File: config.mk
export PLATFORM = sky130hd
export DESIGN_NAME = dld_top
export DESIGN_NICKNAME = d
export VERILOG_FILES = /design/src/dld_pkg.sv /design/src/dld_damp_map.sv /design/src/dld_top.sv
export SDC_FILE = /design/constraint.sdc
export NUM_CORES = 1
export LEC_CHECK = 0
export ABC_CLOCK_PERIOD_IN_PS = 3450
export BUFFER_PORTS_ARGS = -buffer_cell sky130_fd_sc_hd__buf_4
export CAP_MARGIN = 20
export CORE_ASPECT_RATIO = 0.7
export CORE_MARGIN = 1
export CORE_UTILIZATION = 54
export CTS_CLUSTER_DIAMETER = 150
export DETAILED_ROUTE_END_ITERATION = 16
export PLACE_DENSITY = 0.87
export SYNTH_ARGS = -nofsm -noshare
export SYNTH_HDL_FRONTEND = slang
export SYNTH_SLANG_ARGS = --single-unit
File: constraint.sdc
create_clock -name CLK_I -period 3.45 [get_ports CLK_I]
set_clock_uncertainty 0.1 [all_clocks]
set_input_delay 0.69 -clock CLK_I [delete_from_list [all_inputs] [get_ports CLK_I]]
set_output_delay 0.69 -clock CLK_I [all_outputs]
set_load 0.01 [all_outputs]
File: src/dld_pkg.sv
// Constants, types and register map for the loop damping configuration bank.
// Summary of operation
// RULE_01: The second loop's 3-bit damping code picks 1.2, 2.5 or 5 at every bandwidth, and codes 100 and 101 pick 5/10/10 and 5/10/20 across 18/35/70 Hz.
// RULE_02: Each damping factor carries its gain peak of 0.4, 0.2, 0.1, 0.06 or 0.03 dB for factors 1.2, 2.5, 5, 10 and 20.
// RULE_03: Bits 6 to 4 of the first loop's register set the phase detector 2 gain when that loop locks in analog feedback mode to a reference of 8 kHz or less.
// RULE_04: That gain field is applied only while automatic gain selection bit 7 of register 6D is set, and is ignored otherwise.
// RULE_05: The first loop's register holds its damping code and the detector gain field, and bits 7 and 3 have no function.
// RULE_06: Both damping registers are read and write and leave reset holding 0001 0011.
package dld_pkg;
   // Register indices; the byte address on the bus is four times the index.
   localparam logic [7:0] DLD_IDX_LOOP2_DAMP = 8'h6a;
   localparam logic [7:0] DLD_IDX_LOOP1_DAMP = 8'h6b;
   localparam logic [7:0] DLD_IDX_GAIN_SEL = 8'h6d;
   localparam logic [7:0] DLD_IDX_LOOP1_STAT = 8'h70;
   localparam logic [7:0] DLD_IDX_LOOP2_STAT = 8'h71;

   // Field layout of the damping and gain select registers.
   localparam int DLD_DAMP_LSB = 0;
   localparam int DLD_GAIN_LSB = 4;
   localparam int DLD_AUTO_BIT = 7;
   localparam logic [7:0] DLD_DAMP_MASK = 8'h77;
   localparam logic [7:0] DLD_DAMP_RST = 8'h13;
   localparam logic DLD_AUTO_RST = 1'b0;

   // Loop bandwidth codes as presented by the bandwidth registers.
   localparam logic [1:0] DLD_BW_18HZ = 2'h3;
   localparam logic [1:0] DLD_BW_35HZ = 2'h0;
   localparam logic [1:0] DLD_BW_70HZ = 2'h1;
   localparam logic [1:0] DLD_BW_NONE = 2'h2;

   // Damping codes.
   localparam logic [2:0] DLD_CODE_1P2 = 3'h1;
   localparam logic [2:0] DLD_CODE_2P5 = 3'h2;
   localparam logic [2:0] DLD_CODE_5 = 3'h3;
   localparam logic [2:0] DLD_CODE_5_10_10 = 3'h4;
   localparam logic [2:0] DLD_CODE_5_10_20 = 3'h5;

   // Damping factor in tenths and gain peak in hundredths of a dB.
   localparam logic [7:0] DLD_DF_1P2 = 8'h0c;
   localparam logic [7:0] DLD_DF_2P5 = 8'h19;
   localparam logic [7:0] DLD_DF_5 = 8'h32;
   localparam logic [7:0] DLD_DF_10 = 8'h64;
   localparam logic [7:0] DLD_DF_20 = 8'hc8;
   localparam logic [7:0] DLD_PK_1P2 = 8'h28;
   localparam logic [7:0] DLD_PK_2P5 = 8'h14;
   localparam logic [7:0] DLD_PK_5 = 8'h0a;
   localparam logic [7:0] DLD_PK_10 = 8'h06;
   localparam logic [7:0] DLD_PK_20 = 8'h03;

   // Avalon response codes.
   localparam logic [1:0] DLD_RESP_OKAY = 2'h0;
   localparam logic [1:0] DLD_RESP_DECERR = 2'h3;

   // Whole state of the top module.
   typedef struct packed {
      logic ack;
      logic [7:0] l1_cfg;
      logic [7:0] l2_cfg;
      logic auto_en;
      logic [31:0] rdata;
      logic [1:0] resp;
      logic [7:0] l1_fact;
      logic [7:0] l1_peak;
      logic [7:0] l2_fact;
      logic [7:0] l2_peak;
      logic [2:0] l1_gain;
      logic l1_gain_vld;
      logic [2:0] l2_gain;
   } dld_state_t;

   localparam dld_state_t DLD_STATE_RST = '{
      l1_cfg: DLD_DAMP_RST,
      l2_cfg: DLD_DAMP_RST,
      auto_en: DLD_AUTO_RST,
      default: '0
   };
endpackage : dld_pkg

File: src/dld_damp_map.sv
// Lookup from damping code and loop bandwidth to damping factor and gain peak.
`timescale 1ns/1ps
`default_nettype none
module dld_damp_map
   import dld_pkg::*;
(
   input wire logic [2:0] code_i,
   input wire logic [1:0] bw_i,
   output logic [7:0] fact_o,
   output logic [7:0] peak_o,
   output logic vld_o
);
   // Codes 100 and 101 only open up the factor as the bandwidth widens.
   always_comb begin
      fact_o = 8'h00;
      vld_o = 1'b1;
      case (code_i)
         DLD_CODE_1P2: fact_o = DLD_DF_1P2; // see RULE_01
         DLD_CODE_2P5: fact_o = DLD_DF_2P5; // see RULE_01
         DLD_CODE_5: fact_o = DLD_DF_5; // see RULE_01
         DLD_CODE_5_10_10: fact_o = (bw_i == DLD_BW_18HZ) ? DLD_DF_5 : DLD_DF_10;
         DLD_CODE_5_10_20: begin
            if (bw_i == DLD_BW_18HZ) begin
               fact_o = DLD_DF_5;
            end else if (bw_i == DLD_BW_35HZ) begin
               fact_o = DLD_DF_10;
            end else begin
               fact_o = DLD_DF_20; // see RULE_01
            end
         end
         default: vld_o = 1'b0;
      endcase
      // An unused bandwidth code gives no defined factor at all.
      if (bw_i == DLD_BW_NONE) begin
         vld_o = 1'b0;
         fact_o = 8'h00;
      end
   end

   // Each factor fixes the gain peak of the loop filter.
   always_comb begin
      case (fact_o)
         DLD_DF_1P2: peak_o = DLD_PK_1P2; // see RULE_02
         DLD_DF_2P5: peak_o = DLD_PK_2P5; // see RULE_02
         DLD_DF_5: peak_o = DLD_PK_5; // see RULE_02
         DLD_DF_10: peak_o = DLD_PK_10; // see RULE_02
         DLD_DF_20: peak_o = DLD_PK_20; // see RULE_02
         default: peak_o = 8'h00;
      endcase
   end
endmodule : dld_damp_map
`default_nettype wire

File: src/dld_top.sv
// Damping and detector gain register bank for two loops, reached over Avalon-MM.
//
// Register access over Avalon-MM is this design's own decision.
`timescale 1ns/1ps
`default_nettype none
module dld_top
   import dld_pkg::*;
(
   input wire logic CLK_I,
   input wire logic RST_I,
   input wire logic [9:0] AVS_ADDRESS_I,
   input wire logic AVS_READ_I,
   input wire logic AVS_WRITE_I,
   input wire logic [31:0] AVS_WRITEDATA_I,
   input wire logic [3:0] AVS_BYTEENABLE_I,
   output logic [31:0] AVS_READDATA_O,
   output logic [1:0] AVS_RESPONSE_O,
   output logic AVS_WAITREQUEST_O,
   input wire logic [1:0] LOOP1_BW_I,
   input wire logic [1:0] LOOP2_BW_I,
   input wire logic LOOP1_ANALOG_FB_I,
   input wire logic LOOP1_LOW_RATE_REF_I,
   output logic [7:0] L1_DAMP_FACTOR_O,
   output logic [7:0] L1_GAIN_PEAK_O,
   output logic [7:0] L2_DAMP_FACTOR_O,
   output logic [7:0] L2_GAIN_PEAK_O,
   output logic [2:0] L1_DETECTOR_GAIN_O,
   output logic L1_DETECTOR_GAIN_VALID_O,
   output logic [2:0] L2_DETECTOR_GAIN_LOW_RATE_O
);
   dld_state_t st_r;
   dld_state_t st_nxt;
   logic req;
   logic [7:0] idx;
   logic aligned;
   logic [7:0] m1_fact;
   logic [7:0] m1_peak;
   logic m1_vld;
   logic [7:0] m2_fact;
   logic [7:0] m2_peak;
   logic m2_vld;

   ////////////////////////////////////////////////////////////////////////////
   // Damping lookups, one per loop.

   // Loop one decodes its code through the same table as loop two.
   dld_damp_map u_map1 (
      .code_i(st_r.l1_cfg[DLD_DAMP_LSB +: 3]),
      .bw_i(LOOP1_BW_I),
      .fact_o(m1_fact),
      .peak_o(m1_peak),
      .vld_o(m1_vld)
   );

   dld_damp_map u_map2 (
      .code_i(st_r.l2_cfg[DLD_DAMP_LSB +: 3]),
      .bw_i(LOOP2_BW_I),
      .fact_o(m2_fact),
      .peak_o(m2_peak),
      .vld_o(m2_vld)
   );

   ////////////////////////////////////////////////////////////////////////////
   // Bus decode and next state.

   // Every access waits exactly one cycle, so read data is always from a flop.
   assign req = AVS_READ_I | AVS_WRITE_I;
   assign idx = AVS_ADDRESS_I[9:2];
   assign aligned = (AVS_ADDRESS_I[1:0] == 2'h0);
   assign AVS_WAITREQUEST_O = req & ~st_r.ack;

   // One process computes the whole next state of the bank.
   always_comb begin
      st_nxt = st_r;
      st_nxt.ack = req & ~st_r.ack;
      st_nxt.l1_fact = m1_fact; // see RULE_01
      st_nxt.l1_peak = m1_peak; // see RULE_02
      st_nxt.l2_fact = m2_fact; // see RULE_01
      st_nxt.l2_peak = m2_peak; // see RULE_02
      // Loop one's low-rate gain is only honoured under automatic gain selection; loop two's is always passed on.
      st_nxt.l1_gain_vld = st_r.auto_en & LOOP1_ANALOG_FB_I & LOOP1_LOW_RATE_REF_I; // see RULE_04
      st_nxt.l1_gain = st_nxt.l1_gain_vld ? st_r.l1_cfg[DLD_GAIN_LSB +: 3] : 3'h0; // see RULE_03
      st_nxt.l2_gain = st_r.l2_cfg[DLD_GAIN_LSB +: 3];
      // Read data and response are captured in the wait cycle.
      if (req && !st_r.ack) begin
         st_nxt.rdata = 32'h0;
         st_nxt.resp = DLD_RESP_OKAY;
         if (!aligned) begin
            st_nxt.resp = DLD_RESP_DECERR;
         end else if (idx == DLD_IDX_LOOP2_DAMP) begin
            st_nxt.rdata[7:0] = st_r.l2_cfg; // see RULE_06
         end else if (idx == DLD_IDX_LOOP1_DAMP) begin
            st_nxt.rdata[7:0] = st_r.l1_cfg; // see RULE_05
         end else if (idx == DLD_IDX_GAIN_SEL) begin
            st_nxt.rdata[DLD_AUTO_BIT] = st_r.auto_en;
         end else if (idx == DLD_IDX_LOOP1_STAT) begin
            st_nxt.rdata[16:0] = {m1_vld, m1_peak, m1_fact};
         end else if (idx == DLD_IDX_LOOP2_STAT) begin
            st_nxt.rdata[16:0] = {m2_vld, m2_peak, m2_fact};
         end else begin
            st_nxt.resp = DLD_RESP_DECERR;
         end
      end
      // A write lands on the edge where waitrequest is seen low.
      // Bits 7 and 3 of the damping registers are not stored and read zero.
      if (st_r.ack && AVS_WRITE_I && AVS_BYTEENABLE_I[0] && aligned) begin
         if (idx == DLD_IDX_LOOP2_DAMP) begin
            st_nxt.l2_cfg = AVS_WRITEDATA_I[7:0] & DLD_DAMP_MASK; // see RULE_06
         end else if (idx == DLD_IDX_LOOP1_DAMP) begin
            st_nxt.l1_cfg = AVS_WRITEDATA_I[7:0] & DLD_DAMP_MASK; // see RULE_05
         end else if (idx == DLD_IDX_GAIN_SEL) begin
            st_nxt.auto_en = AVS_WRITEDATA_I[DLD_AUTO_BIT]; // see RULE_04
         end
      end
   end

   // State register; reset loads the documented defaults.
   always_ff @(posedge CLK_I or posedge RST_I) begin
      if (RST_I) begin
         st_r <= DLD_STATE_RST; // see RULE_06
      end else begin
         st_r <= st_nxt;
      end
   end

   ////////////////////////////////////////////////////////////////////////////
   // Outputs.

   // All data outputs are taken straight from the state flops.
   assign AVS_READDATA_O = st_r.rdata;
   assign AVS_RESPONSE_O = st_r.resp;
   assign L1_DAMP_FACTOR_O = st_r.l1_fact;
   assign L1_GAIN_PEAK_O = st_r.l1_peak;
   assign L2_DAMP_FACTOR_O = st_r.l2_fact;
   assign L2_GAIN_PEAK_O = st_r.l2_peak;
   assign L1_DETECTOR_GAIN_O = st_r.l1_gain;
   assign L1_DETECTOR_GAIN_VALID_O = st_r.l1_gain_vld;
   assign L2_DETECTOR_GAIN_LOW_RATE_O = st_r.l2_gain;
endmodule : dld_top
`default_nettype wire

==> flow_metrics.env, run 1 <==
export IMPL_status="complete, no violations"
export IMPL_wirelength_um=7450
export IMPL_ys_seq_area_frac=0.455
export IMPL_cts_root_buf="clkbuf_8"
export IMPL_cts_inserted_buffers=9
export IMPL_synth_ff_type="dfrtp_1"
export IMPL_antenna_found_initial=0
export IMPL_synthDominantCellAreaShare=0.411
export IMPL_post_cts_buffers=0
export IMPL_setup_ws_ns=0.960
export IMPL_cts_resized=0
export IMPL_synthArstFlopShare=1.00
export IMPL_final_cells=477
export IMPL_synth_edf_count=0
export IMPL_die_w_um=99.5
export IMPL_grt_pass1_vias=2299
export IMPL_max_freq_mhz=402
export IMPL_start_kind="flop"
export IMPL_worstPathMaxFanout=13
export IMPL_final_period_utilization=0.722
export IMPL_ir_drop_mv=0.231
export IMPL_hold_buffers=0
export IMPL_num_vias=2545
export IMPL_critPathKind="flop to flop"
export IMPL_cap_violations=0
export IMPL_place_inst=462
export IMPL_syn_avg_cell_area_um2=10.3
export IMPL_clockBufferDepth=2
export IMPL_grt_pass1_wl_um=11700
export IMPL_hp_class="flop to flop"
export IMPL_die_h_um=70.3
export IMPL_firstDrtPassIters=5
export IMPL_ys_types=57
export IMPL_viasPerCell=5.34
export IMPL_end_kind="flop"
export IMPL_dpl_hpwl_um=5640
export IMPL_setup_violations=0
export IMPL_cp_required_ns=3.63
export IMPL_finalHoldViolCount=0
export IMPL_start_util=0.567
export IMPL_synth_cells=350
export IMPL_slew_violations=0
export IMPL_place_ws_ns=0.902
export IMPL_p_leak_nw=2.07
export IMPL_ant_nets=0
export IMPL_drc=0
export IMPL_tns_ns=0
export IMPL_num_io_pins=130
export IMPL_relSlewSlack=0.524
export IMPL_dieArea_um2=6990
export IMPL_coreArea_um2=6340
export IMPL_whs_ns=0.311
export IMPL_syn_cell_area_um2=3590
export IMPL_clk_pin_slew_ns=0.06
export IMPL_numPortBuffers=80
export IMPL_yosysTopAreaCell="dfrtp_1"
export IMPL_cts_tree="yes"
export IMPL_grt_ovfl_total=0
export IMPL_p_total_mw=1.57
export IMPL_drt_first_iter_violations=196
export IMPL_clk_latency_ns=0.34
export IMPL_power_density_nw_per_um2=389
export IMPL_areaGrowthSynthToFinish_pct=12.3
export IMPL_tightestPinTransition_ns=0.713
export IMPL_gr_usage_all_layers=0.225
export IMPL_worst_endpoint_arrival_ns=2.67
export IMPL_h_tree_depth=3
export IMPL_rows=24
export IMPL_rsz0062_at_grt="no"
export IMPL_grt_max_degree=35
export IMPL_clock_sinks=65
export IMPL_final_layout_size_suffix_gt1_frac=0.347
export IMPL_ys_ff_latch=65
export IMPL_wl_per_cell_um=15.6
export IMPL_ys_warn_count=0
export IMPL_layout_nets=445
export IMPL_num_antenna_cells=0
export IMPL_period_minus_slack_ns=2.49
export IMPL_gp_congestion=0.836
export IMPL_synth_area_leaders="dfrtp_1 41%, buf_4 15%, mux2_2 4.7%"
cell families after synthesis:
kind of cell               Yosys count  share of synthesized area
muxes                               18                     0.0553
buffers and inverters               96                      0.180
other                                1                    0.00104
AOI/OAI and AO/OA                   61                      0.113
adders and majority gates            7                     0.0244
and+or+nand+nor                    101                      0.170
xor gates and xnor gates             1                    0.00244
DFF                                 65                      0.455
path summary, 6_finish.rpt:
path / from / endpoint / slack [ns] / depth (start not counted)
min in group asynchronous: RST_I / AVS_READDATA_O[4] / 0.37 / 2
max reg2reg: st_r[76] / AVS_READDATA_O[7] / 0.96 / 7
max in group asynchronous: RST_I / L1_GAIN_PEAK_O[1] / 2.26 / 3
min: st_nxt[2] / L2_DETECTOR_GAIN_LOW_RATE_O[2] / 0.31 / 0
max: st_r[76] / AVS_READDATA_O[7] / 0.96 / 7
min reg2reg: st_nxt[2] / L2_DETECTOR_GAIN_LOW_RATE_O[2] / 0.31 / 0
cells in the mapped netlist (6+ instances only):
| library cell | n |
|---|---|
| a21oi_1 | 13 |
| and2_1 | 6 |
| buf_2 | 6 |
| buf_4 | 74 |
| dfrtp_1 | 59 |
| dfstp_2 | 6 |
| ha_1 | 7 |
| inv_1 | 12 |
| mux2_2 | 15 |
| nand2_1 | 27 |
| nand2b_1 | 7 |
| nand3b_1 | 6 |
| nor2_1 | 14 |
| o21ai_0 | 11 |
| o21ai_1 | 8 |
metrics by stage:
step,cell area [µm²],util
6_report,4040,0.637
5_1_grt,4040,0.637
4_1_cts,4040,0.637
3_5_place_dp,3830,0.604
3_3_place_gp,3830,0.604
2_1_floorplan,3670,-
critical path, stage by stage, from the launching register on:
cell     delay [ns]
dfrtp_1        0.61
inv_1          0.14
ha_1           0.35
or2_4          0.30
nor3_1         0.41
mux2_2         0.26
a22o_1         0.12
a32o_1         0.16
sequential cells by signal (all words and copies together) (netlist names):
name and count:
L2_DAMP_FACTOR_O 8, L1_DETECTOR_GAIN_VALID_O 1, st_nxt 3, st_r 11, AVS_RESPONSE_O 1, L2_GAIN_PEAK_O 6
L1_GAIN_PEAK_O 6, L1_DAMP_FACTOR_O 8, AVS_READDATA_O 15, L1_DETECTOR_GAIN_O 3, L2_DETECTOR_GAIN_LOW_RATE_O 3
final cells by class:
| class | instances | area (µm²) |
|---|---|---|
| clock inverters | 3 | 65.1 |
| multi-input cells | 209 | 1390 |
| flip-flops and latches | 65 | 1630 |
| well taps | 91 | 114 |
| clock buffers | 12 | 145 |
| inverters | 14 | 52.6 |
| fillers | 507 | 2300 |
| repair buffers | 83 | 636 |
placed cells by master, fill, tap and decap left out, types with 6 or more instances in the layout:
cell type,instances
nand2_1,27
ha_1,7
nor2_1,14
nand2b_1,7
dfrtp_1,59
o21ai_0,11
buf_4,82
o21ai_1,8
clkbuf_8,10
conb_1,21
mux2_2,15
inv_1,11
dfstp_2,6
nand3b_1,6
a21oi_1,13
and2_1,6
per-layer routing:
metal,up-vias,share of wire,global-route usage
met5,-,0,0
met4,0,0.011,0.0801
met3,9,0.076,0.0571
met2,131,0.46,0.330
met1,1225,0.45,0.323
li1,1180,-,-
report_power, final:
| group | internal, mW | total [mW] | switching, mW |
|---|---|---|---|
| sequential | 0.766 | 0.768 | 0.00238 |
| clock | 0.422 | 0.691 | 0.269 |
| combinational | 0.0423 | 0.113 | 0.0703 |
| total | 1.23 | 1.57 | 0.342 |
No activity file was read; power rests on OpenSTA's default activity.
==> inputs of run 2 (changes only) <==
ABC_CLOCK_PERIOD_IN_PS = 2550   (was 3450)
CORE_UTILIZATION = 50   (was 54)
PLACE_DENSITY = 0.81   (was 0.87)
clock period = 2.55 ns   (was 3.45 ns; I/O delays follow)
==> flow_metrics.env, run 2 (synthesis gave the netlist of run 1 again) <==
export IMPL_status="complete, no violations"
export IMPL_die_h_um=72.9
export IMPL_start_kind="flop"
export IMPL_cap_violations=0
export IMPL_worst_endpoint_arrival_ns=2.42
export IMPL_finalHoldViolCount=0
export IMPL_h_tree_depth=3
export IMPL_rows=25
export IMPL_clk_latency_ns=0.35
export IMPL_drt_first_iter_violations=237
export IMPL_grt_pass1_vias=2345
export IMPL_grt_ovfl_total=0
export IMPL_power_density_nw_per_um2=489
export IMPL_die_w_um=103
export IMPL_layout_common_cells="87 x buf_4, 59 x dfrtp_1, 27 x nand2_1"
export IMPL_slew_violations=0
export IMPL_clock_sinks=65
export IMPL_areaGrowthSynthToFinish_pct=12.6
export IMPL_setup_violations=0
export IMPL_end_kind="flop"
export IMPL_relSlewSlack=0.617
export IMPL_post_cts_buffers=0
export IMPL_final_period_utilization=0.874
export IMPL_wl_per_cell_um=15.8
export IMPL_drc=0
export IMPL_fillerInstances=600
export IMPL_grt_pass1_wl_um=12100
export IMPL_largest_reg_flops=15
export IMPL_antenna_found_initial=0
export IMPL_ant_nets=0
export IMPL_final_layout_size_suffix_gt1_frac=0.362
export IMPL_dpl_hpwl_um=5710
export IMPL_num_vias=2552
export IMPL_numPortBuffers=80
export IMPL_max_freq_mhz=449
export IMPL_num_io_pins=130
export IMPL_period_minus_slack_ns=2.23
export IMPL_start_util=0.525
export IMPL_cts_root_buf="clkbuf_8"
export IMPL_coreArea_um2=6850
export IMPL_num_antenna_cells=0
export IMPL_hold_buffers=0
export IMPL_final_common_cell="buf_4"
export IMPL_hp_class="input pin to async pin"
export IMPL_layout_nets=450
export IMPL_ir_drop_mv=0.292
export IMPL_cts_resized=0
export IMPL_wl_met1_um=3550
export IMPL_p_leak_nw=2.08
export IMPL_top_layer_used="met4"
export IMPL_fin_util=0.591
export IMPL_rsz0062_at_grt="no"
export IMPL_clk_pin_slew_ns=0.07
export IMPL_clockBufferDepth=2
export IMPL_whs_ns=0.0838
export IMPL_firstDrtPassIters=7
export IMPL_tns_ns=0
export IMPL_wirelength_um=7690
export IMPL_grt_max_degree=45
export IMPL_dieArea_um2=7540
export IMPL_worstPathMaxFanout=5
export IMPL_viasPerCell=5.25
export IMPL_cp_required_ns=2.74
export IMPL_tightestPinTransition_ns=0.570
export IMPL_gr_usage_all_layers=0.219
export IMPL_dr_wl_met3_um=716
export IMPL_wl_met2_um=3380
export IMPL_cts_tree="yes"
export IMPL_critPathKind="flop to flop"
export IMPL_gp_congestion=0.864
export IMPL_cts_inserted_buffers=9
[run 2: cell types whose count changed in the layout (fill, tap and decap cells not counted)]
cell | previous run | this run
clkinv_2 | 1 | 3
bufinv_16 | 2 | 0
buf_4 | 82 | 87
clkbuf_1 | 2 | 0
clkinvlp_4 | 0 | 2
clkbuf_8 | 10 | 11
[run 2: area by class of cell]
type                            count  area (µm²)  share of cell area
Multi-Input combinational cell    209        1390               0.343
Clock inverter                      5        30.0             0.00742
Timing Repair Buffer               88         673               0.166
Tap cell                           94         118              0.0290
Clock buffer                       11         151              0.0374
Sequential cell                    65        1630               0.404
Inverter                           14        52.6              0.0130
[run 2: per-layer routing]
| layer | track usage | vias to the layer above |
|---|---|---|
| met5 | 0 | - |
| met4 | 0.0485 | 0 |
| met3 | 0.0718 | 8 |
| met2 | 0.319 | 119 |
| met1 | 0.317 | 1233 |
| li1 | - | 1192 |
[run 2: through the flow]
stage,cells,total power [mW],cell area (µm²),setup WS [ns]
after floorplan,370,1.16,3670,0.323
after global placement,470,1.21,3870,0.302
after detailed placement,470,1.21,3870,0.289
after CTS,486,2.00,4050,0.372
after global routing,486,2.06,4050,0.182
final,486,1.98,4050,0.321
[run 2: power breakdown]
part           internal, mW  switching [mW]  total (mW)
clock                 0.400           0.389       0.789
sequential             1.04         0.00269        1.04
combinational        0.0575          0.0953       0.153
total                  1.49           0.487        1.98
[run 2: critical path: stages, from the launching register on]
cell and delay, ns:
dfstp_2 0.54, ha_1 0.27, or2_4 0.30, nor4_1 0.41, o21ai_0 0.25, nand3b_1 0.18, a22o_1 0.13
[run 2: final timing paths]
kind                       slack, ns                             end  depth (start not counted)          startpoint
setup / recovery                0.32              AVS_READDATA_O[10]                          6            st_r[75]
min in group CLK_I              0.30                        st_r[73]                          2  AVS_WRITEDATA_I[7]
hold reg to reg                 0.30  L2_DETECTOR_GAIN_LOW_RATE_O[1]                          0           st_nxt[1]
setup reg to reg                0.32              AVS_READDATA_O[10]                          6            st_r[75]
hold / removal                  0.08           L1_DETECTOR_GAIN_O[2]                          2               RST_I
max in group asynchronous       1.61                        st_r[83]                          3               RST_I
